--- src/amdc_pkg.sv ---
// amdc_pkg: register map, field positions, commands, protocol codes, timing and states
// for the transmitter modulation depth control block.
// assumes a host that writes registers and issues direct commands on sys_clk.

package amdc_pkg;

  // ----------------------------------------------------------------------
  // register offsets
  // ----------------------------------------------------------------------
  localparam logic [5:0] REG_AUX_DEF    = 6'h01;
  localparam logic [5:0] REG_PROTOCOL   = 6'h02;
  localparam logic [5:0] REG_DEPTH_CTRL = 6'h03;
  localparam logic [5:0] REG_DEPTH_DISP = 6'h04;
  localparam logic [5:0] REG_NORMAL_LVL = 6'h05;
  localparam logic [5:0] REG_MOD_LVL    = 6'h06;
  localparam logic [5:0] REG_ADC_OUT    = 6'h07;
  localparam logic [5:0] REG_STATUS     = 6'h08;

  // ----------------------------------------------------------------------
  // field positions and reset values
  // ----------------------------------------------------------------------
  localparam int AUX_TX_EN_BIT   = 3;
  localparam int AUX_AM_BIT      = 5;
  localparam int DEPTH_SRC_BIT   = 7;
  localparam int DEPTH_FRAC_MSB  = 6;
  localparam int DEPTH_FRAC_LSB  = 1;
  localparam int STAT_BUSY_BIT   = 0;
  localparam int STAT_DONE_BIT   = 1;
  localparam logic [7:0] RST_AUX_DEF    = 8'h00;
  localparam logic [7:0] RST_PROTOCOL   = 8'h00;
  localparam logic [7:0] RST_DEPTH_CTRL = 8'h00;
  localparam logic [7:0] RST_NORMAL_LVL = 8'h00;
  localparam logic [7:0] RST_MOD_LVL    = 8'h00;
  localparam logic [7:0] FRAC_ONE       = 8'h40;   // 1.0 in six fraction bits

  // ----------------------------------------------------------------------
  // direct commands and protocol codes
  // ----------------------------------------------------------------------
  localparam logic [7:0] CMD_ANALOG_PRESET = 8'hC0;
  localparam logic [7:0] CMD_CAL_DEPTH     = 8'hC1;
  localparam logic [2:0] PROTO_ISO_A       = 3'h0;
  localparam logic [2:0] PROTO_ISO_B       = 3'h1;
  localparam logic [2:0] PROTO_PROP_212    = 3'h2;
  localparam logic [2:0] PROTO_NFC_106     = 3'h3;
  localparam logic [2:0] PROTO_NFC_212     = 3'h4;
  localparam logic [2:0] PROTO_NFC_424     = 3'h5;
  localparam logic [2:0] PROTO_VICINITY    = 3'h6;

  // ----------------------------------------------------------------------
  // timing
  // ----------------------------------------------------------------------
  localparam int CLK_PERIOD_NS = 25;
  localparam int TX_SETTLE_NS  = 10000;
  localparam int TX_SETTLE_CYC = (TX_SETTLE_NS + CLK_PERIOD_NS - 1) / CLK_PERIOD_NS;

  // ----------------------------------------------------------------------
  // types
  // ----------------------------------------------------------------------
  typedef enum logic [2:0] {
    ST_IDLE       = 3'b000,
    ST_TX_ON      = 3'b001,
    ST_MEAS_REF   = 3'b010,
    ST_WAIT_REF   = 3'b011,
    ST_CALC       = 3'b100,
    ST_TRIAL      = 3'b101,
    ST_WAIT_TRIAL = 3'b110,
    ST_FINISH     = 3'b111
  } amdc_state_t;

  typedef struct packed {
    logic       wr;
    logic       rd;
    logic [5:0] addr;
    logic [7:0] data;
  } amdc_reg_req_t;

  typedef struct packed {
    logic [7:0] antenna_driver_out_a;
    logic [7:0] antenna_driver_out_b;
  } amdc_drive_t;

endpackage

--- src/amdc_depth_cal.sv ---
// amdc_depth_cal: transmitter modulation control with automatic depth trim.
// assumes an a/d converter on sys_clk that answers adc_start with adc_done
// and adc_value, and a framing block that drives mod_active.

`timescale 1ns/100ps

module amdc_depth_cal
  import amdc_pkg::*;
#(
  parameter int SETTLE_CYC = TX_SETTLE_CYC
) (
  input  wire logic          sys_clk,
  input  wire logic          arst_n,
  input  wire amdc_reg_req_t reg_req,
  output logic [7:0]         reg_rdata,
  input  wire logic          cmd_valid,
  input  wire logic [7:0]    cmd_code,
  input  wire logic          mod_active,
  output logic               adc_start,
  input  wire logic          adc_done,
  input  wire logic [7:0]    adc_value,
  output logic               tx_on,
  output amdc_drive_t        drive,
  output logic               cal_busy,
  output logic               cal_done
);

  // ----------------------------------------------------------------------
  // helpers
  // ----------------------------------------------------------------------
  // target = ref * 64 / (64 + frac); larger code, deeper modulation
  function automatic logic [7:0] calc_target(input logic [7:0] ref_amp,
                                             input logic [5:0] frac);
    logic [13:0] num;
    logic [6:0]  den;
    logic [13:0] quo;
    num = {ref_amp, 6'h00};
    den = 7'(FRAC_ONE) + {1'b0, frac};
    quo = num / {7'h00, den};
    return quo[7:0];
  endfunction

  function automatic logic [7:0] abs_diff(input logic [7:0] a, input logic [7:0] b);
    return (a >= b) ? (a - b) : (b - a);
  endfunction

  // ----------------------------------------------------------------------
  // registers
  // ----------------------------------------------------------------------
  amdc_state_t state, next_state;
  logic [7:0]  aux_def, next_aux_def;
  logic [7:0]  protocol, next_protocol;
  logic [7:0]  depth_ctrl, next_depth_ctrl;
  logic [7:0]  depth_disp, next_depth_disp;
  logic [7:0]  normal_lvl, next_normal_lvl;
  logic [7:0]  mod_lvl, next_mod_lvl;
  logic [7:0]  adc_out, next_adc_out;
  logic        done_flag, next_done_flag;
  logic [7:0]  next_reg_rdata;
  logic [8:0]  settle_cnt, next_settle_cnt;
  logic [7:0]  target, next_target;
  logic [7:0]  sar_code, next_sar_code;
  logic [7:0]  probe, next_probe;
  logic [2:0]  bit_idx, next_bit_idx;
  logic [7:0]  best_code, next_best_code;
  logic [7:0]  best_err, next_best_err;
  logic        next_cal_done;
  amdc_drive_t next_drive;
  logic [7:0]  seg_off;
  logic [7:0]  err;
  logic        cal_cmd, preset_cmd, calibrating, am_proto;

  assign cal_cmd     = cmd_valid && (cmd_code == CMD_CAL_DEPTH) && (state == ST_IDLE);
  assign preset_cmd  = cmd_valid && (cmd_code == CMD_ANALOG_PRESET) && (state == ST_IDLE);
  assign calibrating = (state != ST_IDLE);
  assign am_proto    = (protocol[2:0] == PROTO_ISO_B) || (protocol[2:0] == PROTO_PROP_212) ||
                       (protocol[2:0] == PROTO_NFC_212) || (protocol[2:0] == PROTO_NFC_424);
  assign err         = abs_diff(adc_value, target);
  assign adc_start   = (state == ST_MEAS_REF) || (state == ST_TRIAL);
  assign cal_busy    = calibrating;
  assign tx_on       = aux_def[AUX_TX_EN_BIT] || calibrating;

  // ----------------------------------------------------------------------
  // host register file and direct command side effects
  // ----------------------------------------------------------------------
  always_comb begin
    next_aux_def    = aux_def;
    next_protocol   = protocol;
    next_depth_ctrl = depth_ctrl;
    next_normal_lvl = normal_lvl;
    next_mod_lvl    = mod_lvl;
    next_reg_rdata  = reg_rdata;
    if (reg_req.wr) begin
      if (reg_req.addr == REG_AUX_DEF) begin
        next_aux_def = reg_req.data;
      end else if (reg_req.addr == REG_PROTOCOL) begin
        next_protocol = reg_req.data;
      end else if (reg_req.addr == REG_DEPTH_CTRL) begin
        next_depth_ctrl = reg_req.data;
      end else if (reg_req.addr == REG_NORMAL_LVL) begin
        next_normal_lvl = reg_req.data;
      end else if (reg_req.addr == REG_MOD_LVL) begin
        next_mod_lvl = reg_req.data;
      end
    end
    // preset forces the keying choice from the configured protocol
    if (preset_cmd) begin
      next_aux_def[AUX_AM_BIT] = am_proto;
    end
    if (reg_req.rd) begin
      if (reg_req.addr == REG_AUX_DEF) begin
        next_reg_rdata = aux_def;
      end else if (reg_req.addr == REG_PROTOCOL) begin
        next_reg_rdata = protocol;
      end else if (reg_req.addr == REG_DEPTH_CTRL) begin
        next_reg_rdata = depth_ctrl;
      end else if (reg_req.addr == REG_DEPTH_DISP) begin
        next_reg_rdata = depth_disp;
      end else if (reg_req.addr == REG_NORMAL_LVL) begin
        next_reg_rdata = normal_lvl;
      end else if (reg_req.addr == REG_MOD_LVL) begin
        next_reg_rdata = mod_lvl;
      end else if (reg_req.addr == REG_ADC_OUT) begin
        next_reg_rdata = adc_out;
      end else if (reg_req.addr == REG_STATUS) begin
        next_reg_rdata = {6'h00, done_flag, calibrating};
      end else begin
        next_reg_rdata = 8'h00;  // unmapped reads as zero
      end
    end
  end

  always_ff @(posedge sys_clk or negedge arst_n) begin
    if (!arst_n) begin
      aux_def    <= RST_AUX_DEF;
      protocol   <= RST_PROTOCOL;
      depth_ctrl <= RST_DEPTH_CTRL;
      normal_lvl <= RST_NORMAL_LVL;
      mod_lvl    <= RST_MOD_LVL;
      reg_rdata  <= 8'h00;
    end else begin
      aux_def    <= next_aux_def;
      protocol   <= next_protocol;
      depth_ctrl <= next_depth_ctrl;
      normal_lvl <= next_normal_lvl;
      mod_lvl    <= next_mod_lvl;
      reg_rdata  <= next_reg_rdata;
    end
  end

  // ----------------------------------------------------------------------
  // calibration sequencer
  // ----------------------------------------------------------------------
  always_comb begin
    next_state      = state;
    next_settle_cnt = settle_cnt;
    next_target     = target;
    next_sar_code   = sar_code;
    next_probe      = probe;
    next_bit_idx    = bit_idx;
    next_best_code  = best_code;
    next_best_err   = best_err;
    next_adc_out    = adc_out;
    next_depth_disp = depth_disp;
    next_done_flag  = done_flag;
    next_cal_done   = 1'b0;
    case (state)
      ST_IDLE: begin
        if (cal_cmd) begin
          next_state      = ST_TX_ON;
          next_settle_cnt = 9'(SETTLE_CYC - 1);
          next_done_flag  = 1'b0;
          next_sar_code   = 8'h00;
          next_probe      = 8'h00;
        end
      end
      ST_TX_ON: begin
        // carrier at the unmodulated level must settle before measuring
        if (settle_cnt == 9'h000) begin
          next_state = ST_MEAS_REF;
        end else begin
          next_settle_cnt = settle_cnt - 9'h001;
        end
      end
      ST_MEAS_REF: begin
        next_state = ST_WAIT_REF;
      end
      ST_WAIT_REF: begin
        if (adc_done) begin
          next_adc_out = adc_value;
          next_state   = ST_CALC;
        end
      end
      ST_CALC: begin
        // target is fixed before the first driver trial
        next_target    = calc_target(adc_out, depth_ctrl[DEPTH_FRAC_MSB:DEPTH_FRAC_LSB]);
        next_best_code = 8'h00;
        next_best_err  = abs_diff(adc_out, next_target);
        next_bit_idx   = 3'h7;
        next_probe     = 8'h80;
        next_state     = ST_TRIAL;
      end
      ST_TRIAL: begin
        next_state = ST_WAIT_TRIAL;
      end
      ST_WAIT_TRIAL: begin
        if (adc_done) begin
          // still at or above target: keep the segment off, else restore it
          if (adc_value >= target) begin
            next_sar_code = probe;
          end
          if (err < best_err) begin
            next_best_err  = err;
            next_best_code = probe;
          end
          if (bit_idx == 3'h0) begin
            next_state = ST_FINISH;
          end else begin
            next_bit_idx = bit_idx - 3'h1;
            next_probe   = ((adc_value >= target) ? probe : sar_code) |
                           (8'h01 << (bit_idx - 3'h1));
            next_state   = ST_TRIAL;
          end
        end
      end
      ST_FINISH: begin
        next_depth_disp = best_code;
        next_done_flag  = 1'b1;
        next_cal_done   = 1'b1;
        next_state      = ST_IDLE;
      end
      default: begin
        next_state = ST_IDLE;
      end
    endcase
  end

  always_ff @(posedge sys_clk or negedge arst_n) begin
    if (!arst_n) begin
      state      <= ST_IDLE;
      settle_cnt <= 9'h000;
      target     <= 8'h00;
      sar_code   <= 8'h00;
      probe      <= 8'h00;
      bit_idx    <= 3'h0;
      best_code  <= 8'h00;
      best_err   <= 8'hFF;
      adc_out    <= 8'h00;
      depth_disp <= 8'h00;
      done_flag  <= 1'b0;
      cal_done   <= 1'b0;
    end else begin
      state      <= next_state;
      settle_cnt <= next_settle_cnt;
      target     <= next_target;
      sar_code   <= next_sar_code;
      probe      <= next_probe;
      bit_idx    <= next_bit_idx;
      best_code  <= next_best_code;
      best_err   <= next_best_err;
      adc_out    <= next_adc_out;
      depth_disp <= next_depth_disp;
      done_flag  <= next_done_flag;
      cal_done   <= next_cal_done;
    end
  end

  // ----------------------------------------------------------------------
  // driver segments: a set code bit switches that weighted segment off
  // ----------------------------------------------------------------------
  always_comb begin
    seg_off = 8'hFF;
    if (next_state == ST_TRIAL || next_state == ST_WAIT_TRIAL) begin
      seg_off = next_probe;
    end else if (next_state != ST_IDLE) begin
      seg_off = next_normal_lvl;
    end else if (next_aux_def[AUX_TX_EN_BIT] && mod_active) begin
      if (!next_aux_def[AUX_AM_BIT]) begin
        seg_off = 8'hFF;
      end else if (next_depth_ctrl[DEPTH_SRC_BIT]) begin
        seg_off = next_mod_lvl;
      end else begin
        seg_off = next_depth_disp;
      end
    end else if (next_aux_def[AUX_TX_EN_BIT]) begin
      seg_off = next_normal_lvl;
    end
    next_drive.antenna_driver_out_a = ~seg_off;
    next_drive.antenna_driver_out_b = ~seg_off;
  end

  always_ff @(posedge sys_clk or negedge arst_n) begin
    if (!arst_n) begin
      drive <= '0;
    end else begin
      drive <= next_drive;
    end
  end

  // ----------------------------------------------------------------------
  // assertions
  // ----------------------------------------------------------------------
  property p_cal_tx_on;
    @(posedge sys_clk) disable iff (!arst_n)
      cal_cmd |=> tx_on && (state == ST_TX_ON) ##1 tx_on;
  endproperty
  a_cal_tx_on: assert property (p_cal_tx_on) else $error("calibration did not start carrier");

  property p_ref_store;
    @(posedge sys_clk) disable iff (!arst_n)
      (state == ST_WAIT_REF && adc_done) |=> (adc_out == $past(adc_value)) && (state == ST_CALC);
  endproperty
  a_ref_store: assert property (p_ref_store) else $error("carrier measurement not stored");

  property p_target_calc;
    @(posedge sys_clk) disable iff (!arst_n)
      (state == ST_CALC) |=> (state == ST_TRIAL) &&
        ({6'h00, target} * (14'(FRAC_ONE) + {8'h00, depth_ctrl[DEPTH_FRAC_MSB:DEPTH_FRAC_LSB]})
         <= {adc_out, 6'h00});
  endproperty
  a_target_calc: assert property (p_target_calc) else $error("target exceeds divided measurement");

  property p_target_ratio;
    @(posedge sys_clk) disable iff (!arst_n)
      (state == ST_TRIAL) |-> (target <= adc_out);
  endproperty
  a_target_ratio: assert property (p_target_ratio) else $error("target above carrier level");

  property p_sar_keep;
    @(posedge sys_clk) disable iff (!arst_n)
      (state == ST_WAIT_TRIAL && adc_done) |=>
        (sar_code == (($past(adc_value) >= $past(target)) ? $past(probe) : $past(sar_code)));
  endproperty
  a_sar_keep: assert property (p_sar_keep) else $error("approximation step wrong");

  property p_finish_disp;
    @(posedge sys_clk) disable iff (!arst_n)
      (state == ST_FINISH) |=> (depth_disp == $past(best_code)) && cal_done && done_flag;
  endproperty
  a_finish_disp: assert property (p_finish_disp) else $error("display not loaded at finish");

  property p_done_pulse;
    @(posedge sys_clk) disable iff (!arst_n)
      cal_done |=> !cal_done;
  endproperty
  a_done_pulse: assert property (p_done_pulse) else $error("done is not a single pulse");

  property p_ook;
    @(posedge sys_clk) disable iff (!arst_n)
      (!calibrating && aux_def[AUX_TX_EN_BIT] && !aux_def[AUX_AM_BIT] && mod_active &&
       !cal_cmd && !preset_cmd && !reg_req.wr) |=> (drive == '0);
  endproperty
  a_ook: assert property (p_ook) else $error("keying did not switch drivers off");

  property p_am_direct;
    @(posedge sys_clk) disable iff (!arst_n)
      (!calibrating && aux_def[AUX_TX_EN_BIT] && aux_def[AUX_AM_BIT] &&
       depth_ctrl[DEPTH_SRC_BIT] && mod_active && !cal_cmd && !preset_cmd && !reg_req.wr) |=>
        (drive.antenna_driver_out_a == ~$past(mod_lvl));
  endproperty
  a_am_direct: assert property (p_am_direct) else $error("direct modulated level not used");

  property p_unmod;
    @(posedge sys_clk) disable iff (!arst_n)
      (!calibrating && aux_def[AUX_TX_EN_BIT] && !mod_active && !cal_cmd && !reg_req.wr) |=>
        (drive.antenna_driver_out_a == ~$past(normal_lvl)) &&
        (drive.antenna_driver_out_b == drive.antenna_driver_out_a);
  endproperty
  a_unmod: assert property (p_unmod) else $error("unmodulated level wrong");

  property p_preset;
    @(posedge sys_clk) disable iff (!arst_n)
      (preset_cmd && !reg_req.wr) |=> (aux_def[AUX_AM_BIT] == $past(am_proto));
  endproperty
  a_preset: assert property (p_preset) else $error("preset chose wrong keying");

endmodule // amdc_depth_cal

--- config.mk ---
export PLATFORM = sky130hd
export DESIGN_NAME = amdc_depth_cal
export DESIGN_NICKNAME = d
export VERILOG_FILES = /design/src/amdc_pkg.sv /design/src/amdc_depth_cal.sv
export SDC_FILE = /design/constraint.sdc
export NUM_CORES = 1
export LEC_CHECK = 0
export ABC_AREA = 0
export BUFFER_PORTS_ARGS = -buffer_cell sky130_fd_sc_hd__buf_4
export CAP_MARGIN = 20
export CORE_AREA = 2 2 143 145
export CTS_CLUSTER_DIAMETER = 100
export DETAILED_ROUTE_END_ITERATION = 10
export DIE_AREA = 0 0 145 147
export GPL_TIMING_DRIVEN = 0
export HOLD_SLACK_MARGIN = 0.12
export PLACE_DENSITY = 0.76
export SYNTH_ARGS = -nofsm -noshare
export SYNTH_HDL_FRONTEND = slang
export SYNTH_SLANG_ARGS = --single-unit
export TNS_END_PERCENT = 50
--- constraint.sdc ---
create_clock -name sys_clk -period 18.6 [get_ports sys_clk]
set_clock_uncertainty 0.05 [all_clocks]
set_input_delay 5.58 -clock sys_clk [delete_from_list [all_inputs] [get_ports sys_clk]]
set_output_delay 5.58 -clock sys_clk [all_outputs]
set_load 0.005 [all_outputs]
* After elaboration in Yosys (flattened, before gate mapping)
Index checks and enable logic that the tools add are counted.
** Storage, ports and cells
- Flip-flop bits (word level) :: 129
- Input bits :: 37
- Output and inout bits :: 28
- Word-level logic and storage cells :: 158
** Operators by class
- Add/sub/neg operators :: 7
- Divide/modulo/power cells :: 1
- Magnitude comparators :: 3
- Equal/unequal tests :: 28
- Shifts and indexed selects :: 1
- Mux-type cells :: 64
- Bitwise logic cells :: 4
- Reductions and logical operators :: 29
** Operator list (number)
- two-way mux 8 bit :: 41
- case mux 8 bit (2 select lines) :: 3
- subtractor 8 bit :: 4
- equality test 3 bit (second input constant) :: 8
- equality test 6 x 3 -> 1 bit (second input constant) :: 4
- case mux 3 bit (8 select lines) :: 1
- case mux 8 bit (3 select lines) :: 1
- two-way mux 3 bit :: 6
- two-way mux 9 bit :: 2
- case mux 9 bit (2 select lines) :: 1
- equality test 8 bit (second input constant) :: 2
- greater-or-equal comparator 8 bit :: 2
- AND reduction 3 bit :: 5
- divider 14 x 7 -> 14 bit :: 1
- equality test 6 x 2 -> 1 bit (second input constant) :: 2
- two-way mux 6 bit :: 2
- inequality test 2 bit (second input constant) :: 5
- equality test 3 x 2 -> 1 bit (second input constant) :: 3
- logical NOT 9 bit :: 1
- subtractor 9 x 1 -> 9 bit (second input constant) :: 1
- < comparator 8 bit :: 1
- inverter 8 bit :: 1
- bitwise OR 8 bit :: 1
- nonzero test 2 bit :: 4
- other kinds (17) :: 35

* Depth between registers and ports, before layout
Gate-level depths: netlist of run 1.
- Depth after elaboration :: 13
- Gate-level depth with buffers :: 103
- Mapped depth without buffers :: 97

* Worst setup path after synthesis of run 1
OpenSTA, ideal clock, no wires.
- Path kind :: register -> register
- Start :: reg depth_ctrl[1]
- End :: reg best_err[7]
- Library setup time :: 0.083 ns
- Arrival time :: 18.365 ns
- Data required time :: 18.467 ns
- Path slack :: 0.102 ns
- Stages on the path, launching flop included :: 99
- Path buffers :: 7
- Period minus slack after synthesis :: 18.498 ns
- Path through :: dfrtp_1 > clkbuf_1 > inv_1 > ha_1 > o211a_1 > o21ai_2 > o22ai_4 > mux2i_1 > ha_1 > a21oi_1 > a21oi_1 > or3_1 > o21ai_4 > and2_1 > buf_2 > nand2_1 > o21ai_0 > ha_1 > (+63 left out) > fa_1 > nor2b_1 > o21ai_0 > nand3_1 > a21oi_1 > nor2_1 > o21a_1 > o21ai_0 > nand2b_1 > buf_1 > mux2i_1 > o21ai_0 > a221o_1 > a21boi_0 > o21ai_0 > a21oi_1 > xnor2_1 > a221o_1
** On the way
- Word-level cells in the longest chain between the ends :: 5
- Elaborated cells on any way between the ends :: 7
- Those cells by class :: 3 x add/sub; 1 x div; 1 x order compare; 2 x mux
** Ends and longest elaborated chain
- from (decl) :: line amdc_depth_cal.sv:53 : logic [7:0] depth_ctrl, next_depth_ctrl;
- from (signal assigned) :: line amdc_depth_cal.sv:144 : depth_ctrl <= next_depth_ctrl;
- adder 7 x 6 -> 7 bit (*) :: line amdc_depth_cal.sv:38 : den = 7'(FRAC_ONE) + {1'b0, frac};
- divider 14 x 7 -> 14 bit (*) :: line amdc_depth_cal.sv:39 : quo = num / {7'h00, den};
- subtractor 8 bit or greater-or-equal comparator 8 bit (tied branches) :: line amdc_depth_cal.sv:44 : return (a >= b) ? (a - b) : (b - a);
- two-way mux 8 bit (*) :: line amdc_depth_cal.sv:44
- case mux 8 bit (2 select lines) (*) :: line amdc_depth_cal.sv:167 : case (state)
- to (signal assigned) :: line amdc_depth_cal.sv:260 : best_err <= next_best_err;
- to (decl) :: line amdc_depth_cal.sv:66 : logic [7:0] best_err, next_best_err;
Mark *: on every way between the ends. The rest lies on a longest branch, timed or not.
A chain may end at the register's enable or synchronous reset.

* Worst setup path in the final report of run 1
Same ends and word-level chain as after synthesis.

==> reports/results.txt, run 1 <==
Slew Limit Fails = 0
Synth Instances = 1,235
Simple-Gate Fraction of Synth Area = 16.8%
core area = 19,800 um2
worst path arrival time = 18.17 ns
Worst-path clk slew = 0.06 ns
flip-flop and latch count after synthesis = 129
gr ovfl total = 0
r2r worst-path depth = 100
CP Launch Type = register
r2r endpoint = best_err[7]$_DFFE_PN1P_
die area = 21,300 um2
Root Driver = clkbuf_16
worst hold path type = reg2reg
total number of vias = 9,947
WHS = 0.433 ns
post-synthesis cell type count = 98
Die Ht = 147 um
Final HPWL DP = 20,900 um
Synthesis Warnings = 0
final hold viol count = 0
worst setup path endpoint = best_err[7]$_DFFE_PN1P_
asr flop ratio synth = 100%
CTS sink count = 129
CP Max Fanout = 10
number of diodes = 0
critical path endpoint category = register
Cell Area, Synth = 10,800 um2
r2r startpoint = depth_ctrl[1]$_DFFE_PN0P_
min Tclk post-route = 17.87 ns
initial antenna violation count = 0
WP data required = 18.90 ns
Crit Path Category = reg2reg
mux contribution to synthesized area = 10.1%
slew at the pin with the worst max-slew slack = 0.923 ns
num rows = 52
DRT iter0 DRCs = 994
status = finished, final reports clean
area grow syn2layout = 20.8%
clk_lat worst skew = 0.43 ns
Synth Area in Compound Gates = 23.0%
vias per inst = 5.99
layout cells sized above 1 = 23.1%
Avg Cell Area, Syn = 8.73 um2
wire length per cell = 17.9 um
CTS HTree Levels = 4
Setup crit start = depth_ctrl[1]$_DFFE_PN0P_
CP max-delay cell = or3_4
syn_nets = 1,364
max-cap violations = 0
vias in the first global route = 9,384
CTS tree = built
Post-Synth XOR/XNOR Area = 3.65%
post-synthesis sequential area ratio = 30.0%
Final setup viols = 0
largest net degree at the start of global routing = 89
Worst path max stage delay = 0.41 ns
Rel. slew slack = 38.2%
CTS Buffer Depth = 2
Synth Flop Type = dfrtp_1
Post-Synth Adder-Cell Area = 11.0%
number of CTS-inserted buffers = 17
top achievable clock speed = 56.0 MHz
TritonRoute pass-1 iters = 6
number of top-level pins = 65
Post-synth EDFFs = 0
Nets = 1,507
global-route wire length before repair = 46,600 um
IO Port Bufs = 62
setup TNS = 0 ns
WL final = 29,700 um
reg-to-reg slack, setup = 0.73 ns
antenna viol nets, final = 0
main combinational cell family by area after synthesis = compound AO/OA/AOI/OAI gates
gpl congestion = 0.901
chip width = 145 um
Starting Density = 54.3%
detailed-route DRC error count = 0
Global Route Usage Sum = 26.8%
fin crit share = 96.1%
## final cells by class
class | instances | area [um2]
clock inverters | 13 | 196
well taps | 270 | 338
fillers | 1612 | 6830
multi-input cells | 967 | 7190
clock buffers | 19 | 453
plain buffers | 48 | 273
repair buffers | 125 | 957
flip-flops and latches | 129 | 3240
inverters | 90 | 369
## layout by cell type (no fill, tap or decap), types with 9 or more instances in the layout
cell       netlist  routed
a211oi_1        13      13
a21o_1          25      25
a21oi_1        100      93
a22o_1           9       9
a31oi_1         12      11
and2_1          12      12
and3_1          13      12
buf_4            9     131
clkbuf_1        31      29
clkbuf_16        0      17
dfrtp_1        121     120
ha_1            87      82
inv_1           85      79
mux2_2          50      48
mux2i_1         30      29
nand2_1        115     113
nand2b_1        18      17
nand3_1         31      31
nor2_1          76      76
nor2b_1         20      20
nor3_1          23      22
o211ai_1        17      17
o21a_1          12      12
o21ai_0        102      90
o21ai_1          8      14
xnor2_1         25      25
xor2_1          18      18
## critical path, delay by kind of cell, from the launching register on
| kind | cells | cell delay (ns) |
|---|---|---|
| xor+xnor | 1 | 0.12 |
| flops | 1 | 0.38 |
| mux | 4 | 1.17 |
| fa+ha+maj | 11 | 3.06 |
| simple gates | 26 | 4.39 |
| compound gates | 47 | 7.16 |
| buf+inv | 11 | 1.43 |
## cell usage after synthesis, types with 7 or more instances
cell type	number	area share [%]
a211oi_1	13	0.91
clkbuf_1	31	1.1
mux2_2	50	5.2
nand2_1	115	4.0
nor4_1	8	0.46
dfrtp_1	121	28
a31oi_1	12	0.70
a22o_1	9	0.73
nand2b_1	18	1.0
mux2i_1	30	2.8
o31ai_1	7	0.49
o211ai_1	17	1.2
nor2_1	76	2.6
and2_1	12	0.70
a21oi_1	100	4.6
nand4_1	7	0.41
dfstp_2	8	2.0
xnor2_1	25	2.0
and3_1	13	0.75
nor3_1	23	1.1
nor2b_1	20	1.2
nand3_1	31	1.4
o21ai_1	8	0.37
xor2_1	18	1.5
ha_1	87	10
o21a_1	12	0.84
inv_1	85	3.0
buf_4	9	0.63
a21o_1	25	1.7
mux4_2	8	1.7
o21ai_0	102	4.7
## cells by family after synthesis
logic type | after synthesis
xor gates and xnor gates | 44
adders and majority gates | 92
buffers and inverters | 139
muxes | 91
and+or+nand+nor | 364
DFF | 129
AOI/OAI and AO/OA | 376
## routing by layer
metal	global-route usage [%]	wire length, um
met5	0	0
met4	8.32	482
met3	3.94	1540
met2	44.8	14500
met1	36.1	13100
## state kept, by name, indices dropped and copies added, names as in the netlist
signal      flops
drive           8
state           3
best_err        8
reg_rdata       8
protocol        8
adc_out         8
settle_cnt      9
depth_ctrl      8
cal_done        1
bit_idx         3
mod_lvl         8
best_code       8
done_flag       1
sar_code        8
aux_def         8
depth_disp      8
target          8
probe           8
normal_lvl      8
## how the worst min path moves through the flow
stage | start | end | depth (start not counted)
2_1_floorplan | best_code[0]$_DFFE_PN0P_ | best_code[0]$_DFFE_PN0P_ | 2
3_3_place_gp | best_code[5]$_DFFE_PN0P_ | best_code[5]$_DFFE_PN0P_ | 2
3_5_place_dp | best_err[3]$_DFFE_PN1P_ | best_err[3]$_DFFE_PN1P_ | 2
4_1_cts | best_err[3]$_DFFE_PN1P_ | best_err[3]$_DFFE_PN1P_ | 2
5_1_grt | best_err[4]$_DFFE_PN1P_ | best_err[4]$_DFFE_PN1P_ | 2
6_report | best_err[3]$_DFFE_PN1P_ | best_err[3]$_DFFE_PN1P_ | 2
## per-stage QoR
| stage | setup WS [ns] | area, um2 | std cells | util [%] |
|---|---|---|---|---|
| final | 0.728 | 13000 | 1661 | 65.6 |
| after CTS | 0.0516 | 12600 | 1622 | 63.3 |
| after global placement | -3.07 | 11600 | 1567 | 58.4 |
| after global routing | -0.107 | 13000 | 1661 | 65.6 |
| after detailed placement | -3.30 | 11600 | 1570 | 58.6 |
| after floorplan | 0.102 | 10800 | 1235 | - |
## what timing repair did
| action | 4_1_cts | 5_1_grt |
|---|---|---|
| endpoints found under the setup margin | 8 | 7 |
| cloned | 0 | 0 |
| buffers inserted | 21 | 38 |
| pin swaps | 11 | 31 |
| hold buffers | 0 | 0 |
| gates resized for setup | 38 | 42 |
| hold endpoints to repair | 0 | 0 |
Power of run 1 is not shown: default switching activity piles up to over one toggle a cycle in this logic, so the estimate is an artifact.
==> run 2: changes to the inputs <==
--- a/config.mk
+++ b/config.mk
@@ -15,6 +15,7 @@
 export GPL_TIMING_DRIVEN = 0
 export HOLD_SLACK_MARGIN = 0.12
 export PLACE_DENSITY = 0.76
+export REMOVE_ABC_BUFFERS = 1
 export SYNTH_ARGS = -nofsm -noshare
 export SYNTH_HDL_FRONTEND = slang
 export SYNTH_SLANG_ARGS = --single-unit
==> reports/results.txt, run 2 (synthesis results as in run 1) <==
status = finished, final reports clean
number of top-level pins = 65 (unchanged)
hold path depth = 2 (unchanged)
hold buffer count at cts = 0 (unchanged)
min Tclk post-route = 17.65 ns (-0.223 ns)
CP Max Fanout = 13 (+3)
CTS sink count = 129 (unchanged)
wire length per cell = 17.9 um (about the same)
Worst path max stage delay = 0.39 ns (-0.02 ns)
antenna viol nets, final = 0 (unchanged)
worst path arrival time = 17.95 ns (-0.22 ns)
reg-to-reg slack, setup = 0.95 ns (+0.22 ns)
clk_lat worst skew = 0.42 ns (about the same)
Most flops, register = settle_cnt
commonest cells after routing, fill and taps aside = dfrtp_1 (119), nand2_1 (113), buf_4 (104)
vias in the first global route = 9,291 (-0.99%)
CTS Buffer Depth = 2 (unchanged)
WP data required = 18.90 ns (about the same)
Top delay family on crit path = compound AO/OA/AOI/OAI gates
total number of vias = 9,671 (-2.8%)
CTS tree = built
placed instance area = 11,400 um2 (-2.0%)
Root Driver = clkbuf_16
critical path endpoint category = register
Final HPWL DP = 20,100 um (-3.9%)
gr ovfl total = 0 (unchanged)
number of diodes = 0 (unchanged)
final-layout fill cell count = 1,601 (-0.68%)
worst hold path type = reg2reg
top achievable clock speed = 56.7 MHz (+1.3%)
die area = 21,300 um2 (unchanged)
chip width = 145 um (unchanged)
r2r endpoint = best_err[7]$_DFFE_PN1P_
Nets = 1,445 (-4.1%)
area grow syn2layout = 17.3%
slew at the pin with the worst max-slew slack = 1.10 ns (+0.180 ns)
DRT iter0 DRCs = 761 (-23%)
commonest non-fill, non-tap cell in the layout = dfrtp_1
CP max-delay cell = dfrtp_1
Worst-path clk slew = 0.06 ns (about the same)
Bufs and invs on worst path = 5 (-6)
number of CTS-inserted buffers = 17 (unchanged)
Rel. slew slack = 26.2% (-12 points)
Hold EP = best_code[3]$_DFFE_PN0P_
fin crit share = 94.9% (-1.2 points)
Slew Limit Fails = 0 (unchanged)
vias per inst = 6.05 (+1.0%)
initial antenna violation count = 0 (unchanged)
IO Port Bufs = 64 (+3.2%)
Starting Density = 54.3% (unchanged)
Global Route Usage Sum = 26.6% (-0.18 points)
Crit Path Category = reg2reg
gpl congestion = 0.900 (-0.12%)
r2r startpoint = depth_ctrl[3]$_DFFE_PN0P_
TritonRoute pass-1 iters = 5 (-1)
layout cells sized above 1 = 22.0% (-1.2 points)
max-cap violations = 0 (unchanged)
core area = 19,800 um2 (unchanged)
max reg flops = 9 (unchanged)
num rows = 52 (unchanged)
hold path start = best_code[3]$_DFFE_PN0P_
CP Launch Type = register
detailed-route DRC error count = 0 (unchanged)
r2r worst-path depth = 94 (-6.0%)
Final setup viols = 0 (unchanged)
Die Ht = 147 um (unchanged)
largest net degree at the start of global routing = 96 (+7.9%)
final hold viol count = 0 (unchanged)
Design Area, Final = 12,600 um2 (-2.9%)
global-route wire length before repair = 46,300 um (-0.72%)
WL final = 28,600 um (-3.7%)
CTS HTree Levels = 4 (unchanged)
## run 2: cell types whose count changed in the layout (fill, tap and decap cells not counted), sizes merged
cell      delta
buf         -35
clkbuf      -26
inv          +3
bufinv       -2
clkinv       -1
clkinvlp     -1
## run 2: worst max path at each step
stage | slack, ns | start | cells after the start | to
6_report | 0.95 | depth_ctrl[3]$_DFFE_PN0P_ | 94 | best_err[7]$_DFFE_PN1P_
5_1_grt | -0.19 | depth_ctrl[3]$_DFFE_PN0P_ | 94 | best_err[7]$_DFFE_PN1P_
4_1_cts | 0.01 | depth_ctrl[1]$_DFFE_PN0P_ | 94 | best_err[7]$_DFFE_PN1P_
3_5_place_dp | -3.06 | depth_ctrl[1]$_DFFE_PN0P_ | 92 | best_err[7]$_DFFE_PN1P_
3_3_place_gp | -2.77 | depth_ctrl[1]$_DFFE_PN0P_ | 92 | best_err[7]$_DFFE_PN1P_
2_1_floorplan | 0.33 | depth_ctrl[1]$_DFFE_PN0P_ | 92 | best_err[7]$_DFFE_PN1P_
## run 2: layout make-up
class,instances,area (um2),area share (%)
Clock inverter,12,143,1.13
Multi-Input combinational cell,967,7220,57.1
Clock buffer,20,467,3.69
Timing Repair Buffer,111,860,6.80
Tap cell,270,338,2.67
Sequential cell,129,3240,25.6
Inverter,90,373,2.95
## run 2: worst reg2reg max path: cells and delay by family (launching register included)
family | cells | cell delay (ns)
flip-flops | 1 | 0.39
AO/OA/AOI/OAI | 50 | 7.85
adder cells (fa/ha/maj) | 11 | 3.23
multiplexers | 4 | 1.30
XOR/XNOR | 1 | 0.12
AND/OR/NAND/NOR | 23 | 4.03
buffers and inverters | 5 | 0.62
## run 2: what timing repair did
item,4_1_cts,5_1_grt
hold endpoints to repair,0,0
pin swaps,7,28
endpoints found under the setup margin,8,7
resized for setup,37,33
setup buffers,16,24
## run 2: routing by layer
| metal | global-route usage, % | share of wire (%) |
|---|---|---|
| met1 | 35.9 | 44 |
| met2 | 43.9 | 48 |
| met3 | 3.45 | 5.1 |
| met4 | 10.4 | 3.2 |
| met5 | 0 | 0 |
## run 2: metrics by stage
step / cells / setup WS [ns] / setup TNS (ns) / hold slack, ns / utilization (%)
floorplan: 1186 / 0.333 / 0 / 0.396 / -
global placement: 1520 / -2.77 / -13.93 / 0.412 / 57.2
detailed placement: 1522 / -3.06 / -16.05 / 0.420 / 57.4
CTS: 1570 / 0.0133 / 0 / 0.433 / 61.8
global route: 1599 / -0.189 / -0.262 / 0.454 / 63.7
finish: 1599 / 0.951 / 0 / 0.429 / 63.7
Power of run 2 is left out for the same reason.
